File: config.mk
export PLATFORM = sky130hd
export DESIGN_NAME = emap_top
export DESIGN_NICKNAME = d
export VERILOG_FILES = /design/src/hw/emap_pkg.sv /design/src/hw/emap_addr_calc.sv /design/src/hw/emap_top.sv
export SDC_FILE = /design/constraint.sdc
export NUM_CORES = 1
export LEC_CHECK = 0
export ABC_AREA = 1
export ABC_CLOCK_PERIOD_IN_PS = 3700
export BUFFER_PORTS_ARGS = -buffer_cell sky130_fd_sc_hd__buf_4
export CAP_MARGIN = 20
export CORE_AREA = 2 2 167 169
export DETAILED_ROUTE_END_ITERATION = 7
export DIE_AREA = 0 0 169 171
export PLACE_DENSITY = 0.62
export SYNTH_ARGS = -nofsm -noshare
export SYNTH_HDL_FRONTEND = slang
export SYNTH_SLANG_ARGS = --single-unit
File: constraint.sdc
create_clock -name ref_clk_in -period 3.7 [get_ports ref_clk_in]
set_clock_uncertainty 0.1 [all_clocks]
set_input_delay 0.555 -clock ref_clk_in [delete_from_list [all_inputs] [get_ports ref_clk_in]]
set_output_delay 0.555 -clock ref_clk_in [all_outputs]
set_load 0.005 [all_outputs]
File: src/hw/emap_pkg.sv
// Constants, carriers and helpers for the external memory address mapper.
// Assumes one 50 MHz clock, a core that issues whole-word requests and
// asynchronous memories that may stretch an access with the acknowledge pin.
// Behaviour
// - Size factor from bus width and transfer size
// - Physical address is format x size x logical
// - 24-bit on 8-bit bus: skip byte, low, mid, high
// - 24-bit on 16-bit bus: low byte high half, then upper
// - 16-bit on 8-bit bus: low byte first
// - 16-bit on 16-bit bus: one unchanged access
// - Boot space uses same mapping, boot select
// - Boot loading reads from logical boot-load address
// - Keep only low 22 physical address bits
// - I/O space uses same mapping, I/O select
// - Drive a 22-bit external address bus
// - 16-bit data bus, sampled at strobe end
// - Upper data pins become flags on 8-bit bus
// - Active-low bank selects held whole access
// - Bank 0 at 0x10000, banks 1-3 follow
// - Selects follow address, idle when no access
// - Strobe only after address and select
// - Acknowledge low inserts waits in ack and both modes
// - Bus request answered with bus grant
// - Grant-hung while stalled by granted bus
// - Boot space allows writes as well as reads
// - Float address, data, selects, strobes while granted
// - 24-bit format with 16-bit transfer doubles address
// - 16-bit format with 24-bit transfer drops low byte
// - Access count per word from bus and size
package emap_pkg;

   // -------------------------------------------------------------------
   // Register map and fields
   // -------------------------------------------------------------------
   localparam logic [3:0] EMAP_CTRL_OFS = 4'h0;
   localparam logic [3:0] EMAP_STAT_OFS = 4'h4;
   localparam int EMAP_BWS_POS = 0;
   localparam int EMAP_DFS_POS = 1;
   localparam int EMAP_WMODE_POS = 2;
   localparam int EMAP_WCNT_POS = 4;
   localparam logic [7:0] EMAP_CTRL_RST = 8'h01;
   localparam logic [1:0] EMAP_WM_COUNT = 2'h0;
   localparam logic [1:0] EMAP_WM_ACK = 2'h1;
   localparam logic [1:0] EMAP_WM_BOTH = 2'h2;
   localparam logic [1:0] EMAP_WM_EITHER = 2'h3;

   // -------------------------------------------------------------------
   // Address spaces
   // -------------------------------------------------------------------
   localparam logic [1:0] EMAP_SP_MEM = 2'h0;
   localparam logic [1:0] EMAP_SP_BOOT = 2'h1;
   localparam logic [1:0] EMAP_SP_IO = 2'h2;
   localparam logic [21:0] EMAP_BANK0_BASE = 22'h01_0000;
   localparam int EMAP_BANK_SHIFT = 20;
   localparam logic [23:0] EMAP_BOOT_LOAD = 24'h08_0000;

   typedef enum logic [1:0] {ST_IDLE, ST_ADDR, ST_STRB, ST_GRANT} emap_state_e;

   typedef struct packed {
      logic write;
      logic xfer24;
      logic boot_load;
      logic [1:0] space;
      logic [23:0] addr;
      logic [23:0] wdata;
   } emap_req_s;

   typedef struct packed {
      logic [21:0] addr;
      logic [3:0] bank_select_n;
      logic boot_space_select_n;
      logic io_space_select_n;
      logic rd_n;
      logic wr_n;
      logic pin_oe;
   } emap_pins_s;

   typedef struct packed {
      emap_state_e st;
      emap_req_s req;
      logic pend;
      logic [1:0] sub;
      logic [3:0] wcnt;
      logic [7:0] ctrl;
      emap_pins_s pins;
      logic [15:0] dout;
      logic [15:0] doe;
      logic [23:0] racc;
      logic [23:0] rdata;
      logic done;
      logic grant;
      logic hung;
      logic [15:0] rbk;
      logic [7:0] flags;
   } emap_state_s;

   // A full transfer is 24 bits only when the memory format is 24 bits too
   function automatic logic emap_eff24(input logic fmt24, input logic xfer24);
      return fmt24 & xfer24;
   endfunction

   // Size shift doubles as index of the last part access of a word
   function automatic logic [1:0] emap_size_shift(input logic bus8, input logic s24);
      return s24 ? (bus8 ? 2'h2 : 2'h1) : {1'b0, bus8};
   endfunction

endpackage

File: src/hw/emap_addr_calc.sv
// Logical to physical address mapping and bank select decode.
// Assumes the caller registers the results; purely combinational.
`timescale 1ns/10ps
module emap_addr_calc (
   input wire logic [23:0] laddr_in,
   input wire logic bus8_in,
   input wire logic fmt24_in,
   input wire logic xfer24_in,
   input wire logic [1:0] sub_in,
   output logic [21:0] paddr_out,
   output logic [3:0] bank_select_n_out
);
   import emap_pkg::*;

   logic s24;
   logic [1:0] shift;
   logic [25:0] scaled;
   logic [21:0] offs;
   logic [21:0] rel;

   // -------------------------------------------------------------------
   // Multipliers are powers of two, so the product is a shift
   // -------------------------------------------------------------------
   always_comb begin
      s24 = emap_eff24(fmt24_in, xfer24_in);
      shift = emap_size_shift(bus8_in, s24) + {1'b0, fmt24_in & ~xfer24_in};
      scaled = {2'h0, laddr_in} << shift;
      // Byte lane 0 of a 24-bit word on a byte bus stays unused
      offs = (s24 && bus8_in) ? 22'(sub_in) + 22'h00_0001 : 22'(sub_in);
      paddr_out = scaled[21:0] + offs;
      rel = paddr_out - EMAP_BANK0_BASE;
      bank_select_n_out = 4'hf;
      // Below bank 0 nothing external is selected
      if (paddr_out >= EMAP_BANK0_BASE) begin
         bank_select_n_out[rel[EMAP_BANK_SHIFT +: 2]] = 1'b0;
      end
   end

endmodule

File: src/hw/emap_top.sv
// External memory port: address mapping, lane packing and pin sequencing.
// Assumes synchronous inputs on ref_clk_in, a core that waits on busy_out,
// and an outside master that only drives the bus while granted.
//
// The implementer's own choices: the register addresses and strobed register access.
`timescale 1ns/10ps
module emap_top (
   input wire logic ref_clk_in,
   input wire logic rst_in,
   input wire logic [3:0] reg_addr_in,
   input wire logic [15:0] reg_wdata_in,
   input wire logic reg_wr_in,
   input wire logic reg_rd_in,
   output logic [15:0] reg_rdata_out,
   input wire logic req_valid_in,
   input wire emap_pkg::emap_req_s req_in,
   output logic busy_out,
   output logic done_out,
   output logic [23:0] rdata_out,
   output emap_pkg::emap_pins_s pins_out,
   input wire logic [15:0] data_in,
   output logic [15:0] data_out,
   output logic [15:0] data_oe_out,
   input wire logic ack_in,
   input wire logic bus_request_in,
   output logic bus_grant_out,
   output logic grant_hung_out,
   input wire logic [7:0] flag_dout_in,
   input wire logic [7:0] flag_oe_in,
   output logic [7:0] upper_flag_pins_out
);
   import emap_pkg::*;

   emap_state_s q;
   emap_state_s d;
   logic [21:0] paddr;
   logic [3:0] bank_n;
   logic [1:0] sub_sel;
   logic bus8;
   logic fmt24;
   logic s24;
   logic [1:0] last_sub;
   logic [1:0] wmode;
   logic cnt_ok;
   logic wait_done;
   logic drv;
   logic [23:0] img;

   // Word lane for one part access of a write
   function automatic logic [15:0] emap_lane(input logic [23:0] w, input logic [1:0] sub,
                                              input logic b8, input logic w24);
      logic [15:0] v;
      v = w[15:0];
      if (b8) begin
         v = {8'h00, w[{sub, 3'b000} +: 8]};
      end else if (w24) begin
         v = (sub == 2'h0) ? {w[7:0], 8'h00} : w[23:8];
      end
      return v;
   endfunction

   // -------------------------------------------------------------------
   // Configuration decode
   // -------------------------------------------------------------------
   assign bus8 = ~q.ctrl[EMAP_BWS_POS];
   assign fmt24 = q.ctrl[EMAP_DFS_POS];
   assign wmode = q.ctrl[EMAP_WMODE_POS +: 2];
   assign s24 = emap_eff24(fmt24, q.req.xfer24);
   assign last_sub = emap_size_shift(bus8, s24);
   assign sub_sel = (q.st == ST_STRB) ? q.sub + 2'h1 : 2'h0;

   // Address of the part access that is about to start
   emap_addr_calc u_calc (
      .laddr_in(q.req.addr),
      .bus8_in(bus8),
      .fmt24_in(fmt24),
      .xfer24_in(q.req.xfer24),
      .sub_in(sub_sel),
      .paddr_out(paddr),
      .bank_select_n_out(bank_n)
   );

   // Write image; a 24-bit write into 16-bit format loses its low byte
   always_comb begin
      if (s24) begin
         img = q.req.wdata;
      end else if (q.req.xfer24) begin
         img = {8'h00, q.req.wdata[23:8]};
      end else begin
         img = {8'h00, q.req.wdata[15:0]};
      end
   end

   // Wait-state termination for each mode
   always_comb begin
      cnt_ok = q.wcnt >= q.ctrl[EMAP_WCNT_POS +: 4];
      case (wmode)
         EMAP_WM_ACK: wait_done = ack_in;
         EMAP_WM_BOTH: wait_done = cnt_ok & ack_in;
         EMAP_WM_EITHER: wait_done = cnt_ok | ack_in;
         default: wait_done = cnt_ok;
      endcase
   end

   // -------------------------------------------------------------------
   // Next-state logic
   // -------------------------------------------------------------------
   always_comb begin
      d = q;
      d.done = 1'b0;
      d.rbk = 16'h0000;
      drv = 1'b0;
      // Mapping must not move under a word in flight, so writes are dropped while one is pending
      if (reg_wr_in && reg_addr_in == EMAP_CTRL_OFS && !q.pend) begin
         d.ctrl = reg_wdata_in[7:0];
      end
      if (reg_rd_in) begin
         case (reg_addr_in)
            EMAP_CTRL_OFS: d.rbk = {8'h00, q.ctrl};
            EMAP_STAT_OFS: d.rbk = {12'h000, q.hung, q.grant, q.st != ST_IDLE, q.pend};
            default: d.rbk = 16'h0000;
         endcase
      end
      // One word request is held until all its part accesses are done
      if (req_valid_in && !q.pend) begin
         d.pend = 1'b1;
         d.req = req_in;
         if (req_in.boot_load) begin
            d.req.addr = req_in.addr + EMAP_BOOT_LOAD;
            d.req.space = EMAP_SP_BOOT;
         end
      end
      case (q.st)
         ST_IDLE: begin
            if (bus_request_in) begin
               d.st = ST_GRANT;
               d.grant = 1'b1;
               d.pins.pin_oe = 1'b0;
            end else if (q.pend) begin
               d.st = ST_ADDR;
               d.sub = 2'h0;
               d.racc = 24'h00_0000;
               d.pins.addr = paddr;
               d.pins.bank_select_n = (q.req.space == EMAP_SP_MEM) ? bank_n : 4'hf;
               d.pins.boot_space_select_n = q.req.space != EMAP_SP_BOOT;
               d.pins.io_space_select_n = q.req.space != EMAP_SP_IO;
               d.dout = emap_lane(img, 2'h0, bus8, s24);
            end
         end
         ST_ADDR: begin
            // Strobe follows the address by one full cycle
            d.st = ST_STRB;
            d.wcnt = 4'h0;
            d.pins.rd_n = q.req.write;
            d.pins.wr_n = ~q.req.write;
         end
         ST_STRB: begin
            d.wcnt = (q.wcnt == 4'hf) ? q.wcnt : q.wcnt + 4'h1;
            if (wait_done) begin
               d.pins.rd_n = 1'b1;
               d.pins.wr_n = 1'b1;
               // Data taken as the strobe rises
               if (!q.req.write) begin
                  if (bus8) begin
                     d.racc[{q.sub, 3'b000} +: 8] = data_in[7:0];
                  end else if (s24 && q.sub == 2'h0) begin
                     d.racc[7:0] = data_in[15:8];
                  end else if (s24) begin
                     d.racc[23:8] = data_in;
                  end else begin
                     d.racc[15:0] = data_in;
                  end
               end
               if (q.sub == last_sub) begin
                  d.st = ST_IDLE;
                  d.pend = 1'b0;
                  d.done = 1'b1;
                  d.pins.bank_select_n = 4'hf;
                  d.pins.boot_space_select_n = 1'b1;
                  d.pins.io_space_select_n = 1'b1;
                  if (s24) begin
                     d.rdata = d.racc;
                  end else if (q.req.xfer24) begin
                     d.rdata = {d.racc[15:0], 8'h00};
                  end else begin
                     d.rdata = {8'h00, d.racc[15:0]};
                  end
               end else begin
                  // Selects stay low between parts of one word
                  d.st = ST_ADDR;
                  d.sub = q.sub + 2'h1;
                  d.pins.addr = paddr;
                  if (q.req.space == EMAP_SP_MEM) begin
                     d.pins.bank_select_n = bank_n;
                  end
                  d.dout = emap_lane(img, sub_sel, bus8, s24);
               end
            end
         end
         ST_GRANT: begin
            d.hung = q.pend;
            if (!bus_request_in) begin
               d.st = ST_IDLE;
               d.grant = 1'b0;
               d.hung = 1'b0;
               d.pins.pin_oe = 1'b1;
            end
         end
         default: begin
            d.st = ST_IDLE;
         end
      endcase
      // Data lanes driven only during a write while we own the bus
      drv = d.req.write && (d.st == ST_ADDR || d.st == ST_STRB);
      d.doe[7:0] = {8{drv}};
      if (bus8) begin
         d.doe[15:8] = flag_oe_in;
         d.dout[15:8] = flag_dout_in;
         d.flags = data_in[15:8];
      end else begin
         d.doe[15:8] = {8{drv}};
         d.flags = 8'h00;
      end
   end

   // -------------------------------------------------------------------
   // State register
   // -------------------------------------------------------------------
   always_ff @(posedge ref_clk_in) begin
      if (rst_in) begin
         q <= '{st: ST_IDLE, ctrl: EMAP_CTRL_RST,
                pins: '{addr: 22'h00_0000, bank_select_n: 4'hf, boot_space_select_n: 1'b1,
                        io_space_select_n: 1'b1, rd_n: 1'b1, wr_n: 1'b1, pin_oe: 1'b1},
                default: '0};
      end else begin
         q <= d;
      end
   end

   // Outputs come straight from the state register
   assign reg_rdata_out = q.rbk;
   assign busy_out = q.pend;
   assign done_out = q.done;
   assign rdata_out = q.rdata;
   assign pins_out = q.pins;
   assign data_out = q.dout;
   assign data_oe_out = q.doe;
   assign bus_grant_out = q.grant;
   assign grant_hung_out = q.hung;
   assign upper_flag_pins_out = q.flags;

   // Part accesses started for the current word
   logic [2:0] n_strb;
   always_ff @(posedge ref_clk_in) begin
      if (rst_in || q.done) begin
         n_strb <= 3'h0;
      end else if (q.st == ST_ADDR) begin
         n_strb <= n_strb + 3'h1;
      end
   end
endmodule

==> run metrics, run 1 <==
PwrDens 490 mW/mm^2; Top Metal Used met4; layout cells sized above 1 0.198; first drt pass iteration count 5; Worst IR Drop VDD 225 uV; Root Buffer clkbuf_16; post-synthesis cell type count 43; Final #Nets 1,753; Leak 0.00543 uW; Overflow after GRT 0; actual slew at the worst max-slew pin 0.929 ns; row cnt 61; CTS tree done; antenna cells 0; wirelength, routed 30,500 um; crit path max fanout 6; Clk Latency, worst-skew pair 0.44 ns; met2 wire len 14,100 um; PortBufs 208; Ys Warns 0; worst path arrival time 3.50 ns; synthesized area per cell 6.88 sq um; max-slew violation count 0; status finished clean; Period minus WS final 3.28 ns; Max Cap Viol 0; worst endpoint required time 3.92 ns; Layout area overhead 15.2%; post-layout instance count excluding filler cells 1,984; DRC violations left 0; endpoints failing setup 0; Setup Crit Path Kind reg -> reg; via count 10,100; largest net degree at the start of global routing 61; gpl congestion 0.925; vias in the first global route 9,148; Die H 171 um; clock-pin slew on the worst setup and hold paths 0.08 ns; fin crit share 0.886; GRT Total Usage 0.205; met1 WL 14,100 um; total CTS buffers 17; initial antenna violation count 0; register area share after synthesis 0.356; DR vias/cell 5.09; post-DR wirelength/cell 15.4 um; deepest clock path buffer count 2; die area 0.0289 sq mm; Post-Syn Instances 1,554; post-route ant nets 0; number of fill cells in the layout 2,855; clk sinks 190; routed length on met3 1870 um; Final Hold Viols 0; I/O pins 227; final HPWL from detailed placement 22,500 um; initial core utilization 0.391; die width 169 um; htree depth 4; dpl cells 1,952; first-pass GRT wire length 47,600 um; unrepaired setup endpoints after global routing no; max_slew headroom 0.380; Core ar. 0.0273 sq mm; Hold Crit Class in -> reg; number of synthesized register bits 190; TNS Setup 0 ns; Post-Synthesis Cell Area 0.0107 sq mm; CP Launch Type register; fmax 305 MHz; initial DRC count 858; Worst setup EP type register
-- routing by layer --
layer / GRT usage / vias up
met2: 0.340 / 322
met5: 0 / -
met3: 0.0386 / 29
met1: 0.276 / 4578
met4: 0.0528 / 0
li1: - / 5179
-- state kept, by name, summed over array words and instances (netlist names), 8 cells and up --
| name | flops |
|---|---|
| data_oe_out | 9 |
| data_out | 16 |
| pins_out | 31 |
| q | 89 |
| rdata_out | 24 |
| reg_rdata_out | 8 |
| upper_flag_pins_out | 8 |
-- synth_stat cells (all sizes together) --
library cell | n | area [sq um]
clkbuf | 54 | 203
nand2 | 323 | 1270
o22ai | 17 | 106
nor4 | 1 | 6.26
inv | 145 | 544
xor2 | 11 | 96.3
o21a | 2 | 15.0
xnor2 | 5 | 43.8
and2 | 1 | 7.51
dfxtp | 190 | 3800
a22oi | 2 | 15.0
conb | 1 | 3.75
a211oi | 3 | 22.5
buf | 137 | 990
nor3 | 25 | 125
o21bai | 2 | 15.0
or2 | 5 | 31.3
nor2 | 155 | 652
o21ai | 172 | 865
fa | 1 | 20.0
o211a | 1 | 10.0
ha | 15 | 188
o221ai | 18 | 158
nand4 | 11 | 68.8
and3 | 1 | 6.26
o211ai | 14 | 105
a21oi | 124 | 621
nand3 | 88 | 475
a31oi | 11 | 68.8
a221oi | 8 | 70.1
o31ai | 11 | 82.6
-- final timing paths --
path / cells past startpoint / start / endpoint / slack (ns)
worst max-delay path: 22 / q[150] / pins_out[6] / 0.42
worst min-delay path: 3 / flag_oe_in[1] / data_oe_out[9] / 0.21
worst max register to register: 22 / q[150] / pins_out[6] / 0.42
worst min register to register: 2 / q[67] / q[67] / 0.36
-- cell usage in the layout, fill, tap and decap left out, types with 5 or more instances in the layout --
cell type,netlist,layout
inv_1,138,137
clkbuf_16,0,17
a31oi_1,11,11
nand3_2,7,7
xor2_1,11,11
nand2_2,14,15
nand4_1,11,11
a221oi_1,8,8
ha_1,15,15
nand2_1,306,305
or2_2,5,5
nor2_1,141,140
o21ai_0,169,169
clkinvlp_4,0,5
o221ai_1,18,18
o31ai_1,11,11
nor2_4,7,8
nand3_1,81,81
nor3_1,25,25
buf_4,113,235
o211ai_1,14,14
conb_1,1,8
nor2_2,7,7
xnor2_1,5,5
inv_2,7,8
o22ai_1,17,17
a21oi_1,124,124
dfxtp_1,190,189
-- through the flow --
step / hold slack (ns) / area [sq um] / util / setup WS (ns) / power [uW]
floorplan: 0.340 / 10700 / - / 0.0504 / 3720
global placement: 0.348 / 11700 / 0.429 / 0.420 / 4220
detailed placement: 0.353 / 11700 / 0.429 / 0.355 / 4250
CTS: 0.195 / 12300 / 0.451 / 0.321 / 6090
global route: 0.215 / 12300 / 0.451 / 0.0789 / 6390
finish: 0.213 / 12300 / 0.451 / 0.422 / 6040
-- cells by family (layout without fill, tap and decap cells) --
logic type	Yosys count	in the layout	share of synthesized area
xor gates and xnor gates	16	16	0.0131
adders and majority gates	16	16	0.0194
and+or+nand+nor	610	610	0.247
AOI/OAI and AO/OA	385	385	0.201
other	1	8	0.000351
buffers and inverters	336	413	0.162
DFF	190	190	0.356
-- area by class of cell --
type,instances,area (sq um),share of cell area
inverters,145,544,0.0442
repair buffers,236,1770,0.144
clock buffers,17,425,0.0345
well taps,346,433,0.0352
multi-input cells,1035,5180,0.421
flip-flops and latches,190,3800,0.309
clock inverters,15,153,0.0124
-- worst max-delay path, cell delays in order (launching register included) --
cell     delay (ns)
dfxtp_2        0.40
inv_1          0.13
ha_1           0.38
inv_1          0.17
o21ai_0        0.10
o21ai_0        0.08
inv_1          0.10
ha_1           0.28
nand3_1        0.07
nand2_1        0.14
inv_1          0.07
nor2_1         0.10
nand2_1        0.11
nor2_4         0.19
nand2_1        0.11
inv_1          0.09
nand3_1        0.07
nand2_1        0.14
inv_1          0.09
nand2_1        0.07
nand3_1        0.07
nand2_1        0.06
nand2_1        0.05
-- power by group --
group	internal (uW)	leakage, uW	switching, uW
clock	953	0.000270	884
sequential	2310	0.00156	182
combinational	679	0.00360	1030
-- what timing repair did --
| action | CTS | global route |
|---|---|---|
| hold buffers | 0 | 0 |
| setup buffers | 0 | 0 |
| resized for setup | 0 | 1 |
| endpoints found under the setup margin | 0 | 3 |
Note: power is estimated with default switching activity, not from simulation.
==> run 2, diff against run 1 <==
--- a/config.mk
+++ b/config.mk
@@ -5,7 +5,6 @@
 export SDC_FILE = /design/constraint.sdc
 export NUM_CORES = 1
 export LEC_CHECK = 0
-export ABC_AREA = 1
 export ABC_CLOCK_PERIOD_IN_PS = 3700
 export BUFFER_PORTS_ARGS = -buffer_cell sky130_fd_sc_hd__buf_4
 export CAP_MARGIN = 20
==> run metrics, run 2 <==
Final Instance Area 0.0125 sq mm; Synth area leaders dfxtp_1, buf_4, nand2_1, a21oi_1, nor2_1; Worst setup EP type register; fin crit share 0.932; DR vias/cell 5.34; Root Buffer clkbuf_16; die area 0.0289 sq mm; Post-Syn Instances 1,388; endpoints failing setup 0; Final #Nets 1,596; Setup Crit Path Kind reg -> reg; initial antenna violation count 0; Layout area overhead 17.1%; GRT Total Usage 0.208; largest net degree at the start of global routing 65; PortBufs 208; max_slew headroom 0.388; Worst IR Drop VDD 249 uV; Ys Warns 0; register area share after synthesis 0.355; Largest register FFs 89; TNS Setup 0 ns; EDFF count, synth 0; most common cell after layout, fill and taps aside buf_4; PwrDens 405 mW/mm^2; wirelength, routed 30,600 um; max-slew violation count 0; Clk Latency, worst-skew pair 0.45 ns; Worst setup startpoint q[138]; first drt pass iteration count 5; I/O pins 227; unrepaired setup endpoints after global routing no; post-route ant nets 0; Core ar. 0.0273 sq mm; clock-pin slew on the worst setup and hold paths 0.08 ns; Area after DPL 0.0119 sq mm; leading area contributor after synthesis dfxtp_1; gpl congestion 0.878; Post-Synthesis Cell Area 0.0107 sq mm; worst endpoint required time 3.93 ns; DRC violations left 0; vias in the first global route 9,040; layout cells sized above 1 0.214; die width 169 um; Crit path buffers/inverters 2; antenna cells 0; Final Hold Viols 0; Cell Chain, Critical Path inv_1 > ha_1 > buf_12 > mux2i_2 > a221oi_2 > nand2_1 > or4_4 > o41a_1 > a21o_1 > nor4_2 > o21bai_1; worst path arrival time 3.68 ns; clk sinks 190; Post-synth top flop dfxtp_1; CTS Hold Buffers Added 0; Leak 0.00514 uW; initial DRC count 729; initial core utilization 0.392; Hold Crit Class in -> reg; launching point of the worst reg2reg path q[138]; post-route worst setup slack 0.251 ns; final HPWL from detailed placement 21,800 um; Power Total 5080 uW; Die H 171 um; most frequent cells in the layout buf_4, nand2_1, dfxtp_1, nor2_1, a21oi_1; CP Launch Type register; post-synthesis cell type count 65; via count 9,762; number of fill cells in the layout 2,819; deepest clock path buffer count 2; Top Family by Delay on Critical Path simple AND/OR/NAND/NOR gates; Reg area 0.00380 sq mm; Period minus WS final 3.45 ns; Max Cap Viol 0; Most flops, register q; number of synthesized register bits 190; Worst Hold Launch flag_oe_in[6]; pre-CTS setup slack 0.205 ns; crit path max fanout 35; Largest stage delay, worst path 0.60 ns; asr flop ratio synth 0; Synth top area share 0.355; status finished clean; slowest library cell on the worst path or4_4; Synth top cells by count nand2_1, dfxtp_1, nor2_1; post-DR wirelength/cell 16.8 um; multi-input logic area 0.00572 sq mm; Overflow after GRT 0; total CTS buffers 17; synthesized area per cell 7.72 sq um; fmax 290 MHz; actual slew at the worst max-slew pin 0.916 ns; htree depth 4; first-pass GRT wire length 48,000 um; row cnt 61; CTS tree done; count leader, synth nand2_1
-- run 2: changes by cell type in the layout (fill, tap and decap cells not counted), moves of 23 or more --
| cell | before | now |
|---|---|---|
| a211oi_1 | 3 | 26 |
| a21oi_1 | 124 | 152 |
| a22oi_1 | 2 | 35 |
| inv_1 | 137 | 18 |
| mux2i_1 | 0 | 53 |
| nand2_1 | 305 | 221 |
| nand3_1 | 81 | 24 |
| nor2_1 | 140 | 168 |
| nor2b_1 | 0 | 25 |
| o21ai_0 | 169 | 23 |
-- run 2: repair_timing --
| item | CTS | global route |
|---|---|---|
| buffers inserted | 0 | 2 |
| resized for setup | 0 | 2 |
| endpoints found under the setup margin | 0 | 4 |
-- run 2: power breakdown --
| part | switching [uW] | internal, uW |
|---|---|---|
| clock | 955 | 909 |
| combinational | 534 | 411 |
| sequential | 110 | 2170 |
-- run 2: worst paths after layout --
check,slack (ns),cells past startpoint,to
hold / removal,0.20,2,data_oe_out[14]
hold reg to reg,0.35,2,pins_out[12]
setup reg to reg,0.25,11,pins_out[8]
setup / recovery,0.25,11,pins_out[8]
-- run 2: cell type report --
| class | instances | area share |
|---|---|---|
| multi-input combinational | 986 | 0.456 |
| sequential | 190 | 0.303 |
| timing repair buffer | 255 | 0.155 |
| tap | 346 | 0.0345 |
| clock buffer | 17 | 0.0339 |
| clock inverter | 15 | 0.0129 |
| inverter | 18 | 0.00538 |
-- run 2: per-layer routing --
metal,track usage,vias to the layer above,part of all wire
met3,0.0319,52,0.057
li1,-,4868,-
met2,0.344,317,0.46
met5,0,-,0
met1,0.275,4525,0.45
met4,0.0766,0,0.025
-- run 2: cells by family (layout without fill, tap and decap cells) --
kind of cell	Yosys count	after routing	share of synthesized area
simple gates	535	535	0.220
buf+inv	219	305	0.118
xor+xnor	28	28	0.0229
mux	65	65	0.0634
flops	190	190	0.355
compound gates	334	334	0.201
other cells	1	8	0.000350
fa+ha+maj	16	16	0.0194
-- run 2: through the flow --
step	utilization	hold WS [ns]	std cells
2_1_floorplan	-	0.332	1395
3_3_place_gp	0.437	0.342	1793
3_5_place_dp	0.437	0.348	1793
4_1_cts	0.458	0.188	1825
5_1_grt	0.459	0.194	1827
6_report	0.459	0.197	1827
-- run 2: worst register-to-register path, delay by kind of cell, from the launching register on --
kind	cells	cell delay, ns
AOI/OAI and AO/OA	4	1.01
muxes	1	0.17
DFF	1	0.32
and+or+nand+nor	3	1.04
adders and majority gates	1	0.30
buffers and inverters	2	0.38
==> run 3, diff against run 2 <==
--- a/config.mk
+++ b/config.mk
@@ -9,6 +9,7 @@
 export BUFFER_PORTS_ARGS = -buffer_cell sky130_fd_sc_hd__buf_4
 export CAP_MARGIN = 20
 export CORE_AREA = 2 2 167 169
+export CTS_BUF_LIST = sky130_fd_sc_hd__clkbuf_2
 export DETAILED_ROUTE_END_ITERATION = 7
 export DIE_AREA = 0 0 169 171
 export PLACE_DENSITY = 0.62
==> run metrics, run 3 (synthesized netlist as in run 2, its figures left out) <==
Layout area overhead 22.2%; PortBufs 208; max_slew headroom 0.376; post-route worst setup slack 0.250 ns; Comb power frac 0.231; Overflow after GRT 0; via count 10,100; Cell Chain, Critical Path inv_1 > ha_1 > buf_12 > mux2i_2 > a221oi_2 > nand2_1 > or4_4 > o41a_1 > a21o_1 > nor4_2 > o21bai_1; total CTS buffers 17; DRC violations left 0; Period minus WS final 3.45 ns; most frequent cells in the layout buf_4, nand2_1, dfxtp_1, nor2_1, a21oi_1; die area 0.0289 sq mm; Clk Latency, worst-skew pair 0.82 ns; TNS Setup 0 ns; Setup Crit Path Kind reg -> reg; clock-pin slew on the worst setup and hold paths 0.29 ns; GRT Total Usage 0.212; final HPWL from detailed placement 21,800 um; worst path arrival time 4.06 ns; DR vias/cell 5.29; Max Cap Viol 0; Seq pwr share 0.519; wirelength, routed 31,300 um; layout cells sized above 1 0.201; largest net degree at the start of global routing 65; PwrDens 337 mW/mm^2; crit path max fanout 35; CP Launch Type register; status finished clean; I/O pins 227; Reg2Reg Setup Slack 0.25 ns; die width 169 um; clock power share 0.250; CTS tree done; worst endpoint required time 4.31 ns; first drt pass iteration count 5; number of fill cells in the layout 2,745; most common cell after layout, fill and taps aside buf_4; initial core utilization 0.392; unrepaired setup endpoints after global routing no; Die H 171 um; Root Buffer clkbuf_2; gpl congestion 0.878; Reg2Reg Depth 11; Area after DPL 0.0119 sq mm; Hold Crit Class in -> reg; post-DR wirelength/cell 16.3 um; fmax 290 MHz; post-route ant nets 0; Switching Power 1530 uW; max-slew violation count 0; Most flops, register q; Reg area 0.00380 sq mm; Final Hold Viols 0; pre-CTS setup slack 0.205 ns; slowest library cell on the worst path or4_4; vias in the first global route 9,364; endpoints failing setup 0; Leak 0.00537 uW; first-pass GRT wire length 49,100 um; clk sinks 190; Final Instance Area 0.0131 sq mm; launching point of the worst reg2reg path q[138]; Worst IR Drop VDD 158 uV; Hold Worst Slack 0.107 ns; deepest clock path buffer count 2; initial DRC count 692; Largest register FFs 89; internal power 2880 uW; htree depth 4; initial antenna violation count 1; switching power as a share of total power 0.347; fin crit share 0.932; actual slew at the worst max-slew pin 0.934 ns; Worst setup EP type register; row cnt 61; Worst setup startpoint q[138]; Critical Path Sink pins_out[8]; Largest stage delay, worst path 0.60 ns; Core ar. 0.0273 sq mm; Final #Nets 1,684; multi-input logic area 0.00572 sq mm; R2R Path End pins_out[8]
## run 3: worst min-delay path by stage
stage                 startpoint      endpoint  slack, ns  cells past startpoint
floorplan           pins_out[19]  pins_out[19]       0.33                      2
global placement    pins_out[12]  pins_out[12]       0.34                      2
detailed placement  pins_out[18]  pins_out[18]       0.35                      2
CTS                       rst_in        q[144]       0.03                      2
global route              rst_in        q[142]       0.05                      2
finish                    rst_in        q[144]       0.11                      2
## run 3: timing repair
action	in CTS	in global routing
setup buffers	0	1
setup endpoints to repair	0	4
resized for setup	0	2
endpoints found under the hold margin	95	0
hold buffers	89	0
## run 3: power by group through the flow
stage | logic (uW) | registers [uW] | clock network, uW
after global routing | 1130 | 2310 | 1220
after floorplan | 649 | 2280 | 0
after CTS | 1020 | 2290 | 1150
after global placement | 935 | 2320 | 0
after detailed placement | 942 | 2320 | 0
final | 1020 | 2290 | 1100
## run 3: worst max-delay path: cells and delay by family, from the launching register on
kind / cells / cell delay, ns
adder cells (fa/ha/maj): 1 / 0.29
AO/OA/AOI/OAI: 4 / 1.01
buffers and inverters: 2 / 0.38
multiplexers: 1 / 0.15
AND/OR/NAND/NOR: 3 / 1.04
flip-flops: 1 / 0.39
## run 3: layer usage
| layer | up-vias | share of wire | track usage |
|---|---|---|---|
| li1 | 5044 | - | - |
| met1 | 4736 | 0.46 | 0.277 |
| met2 | 312 | 0.47 | 0.363 |
| met3 | 38 | 0.053 | 0.0303 |
| met4 | 0 | 0.020 | 0.0691 |
| met5 | - | 0 | 0 |
## run 3: stage by stage
| stage | power (uW) | util | instances |
|---|---|---|---|
| 2_1_floorplan | 2930 | - | 1395 |
| 3_3_place_gp | 3250 | 0.437 | 1793 |
| 3_5_place_dp | 3270 | 0.437 | 1793 |
| 4_1_cts | 4450 | 0.479 | 1914 |
| 5_1_grt | 4660 | 0.479 | 1916 |
| 6_report | 4410 | 0.479 | 1916 |
## run 3: area by class of cell
type	count	share of cell area
clock buffers	17	0.00650
diodes	1	0.000191
clock inverters	15	0.0123
repair buffers	343	0.216
inverters	18	0.00516
multi-input cells	986	0.437
well taps	346	0.0331
flip-flops and latches	190	0.291
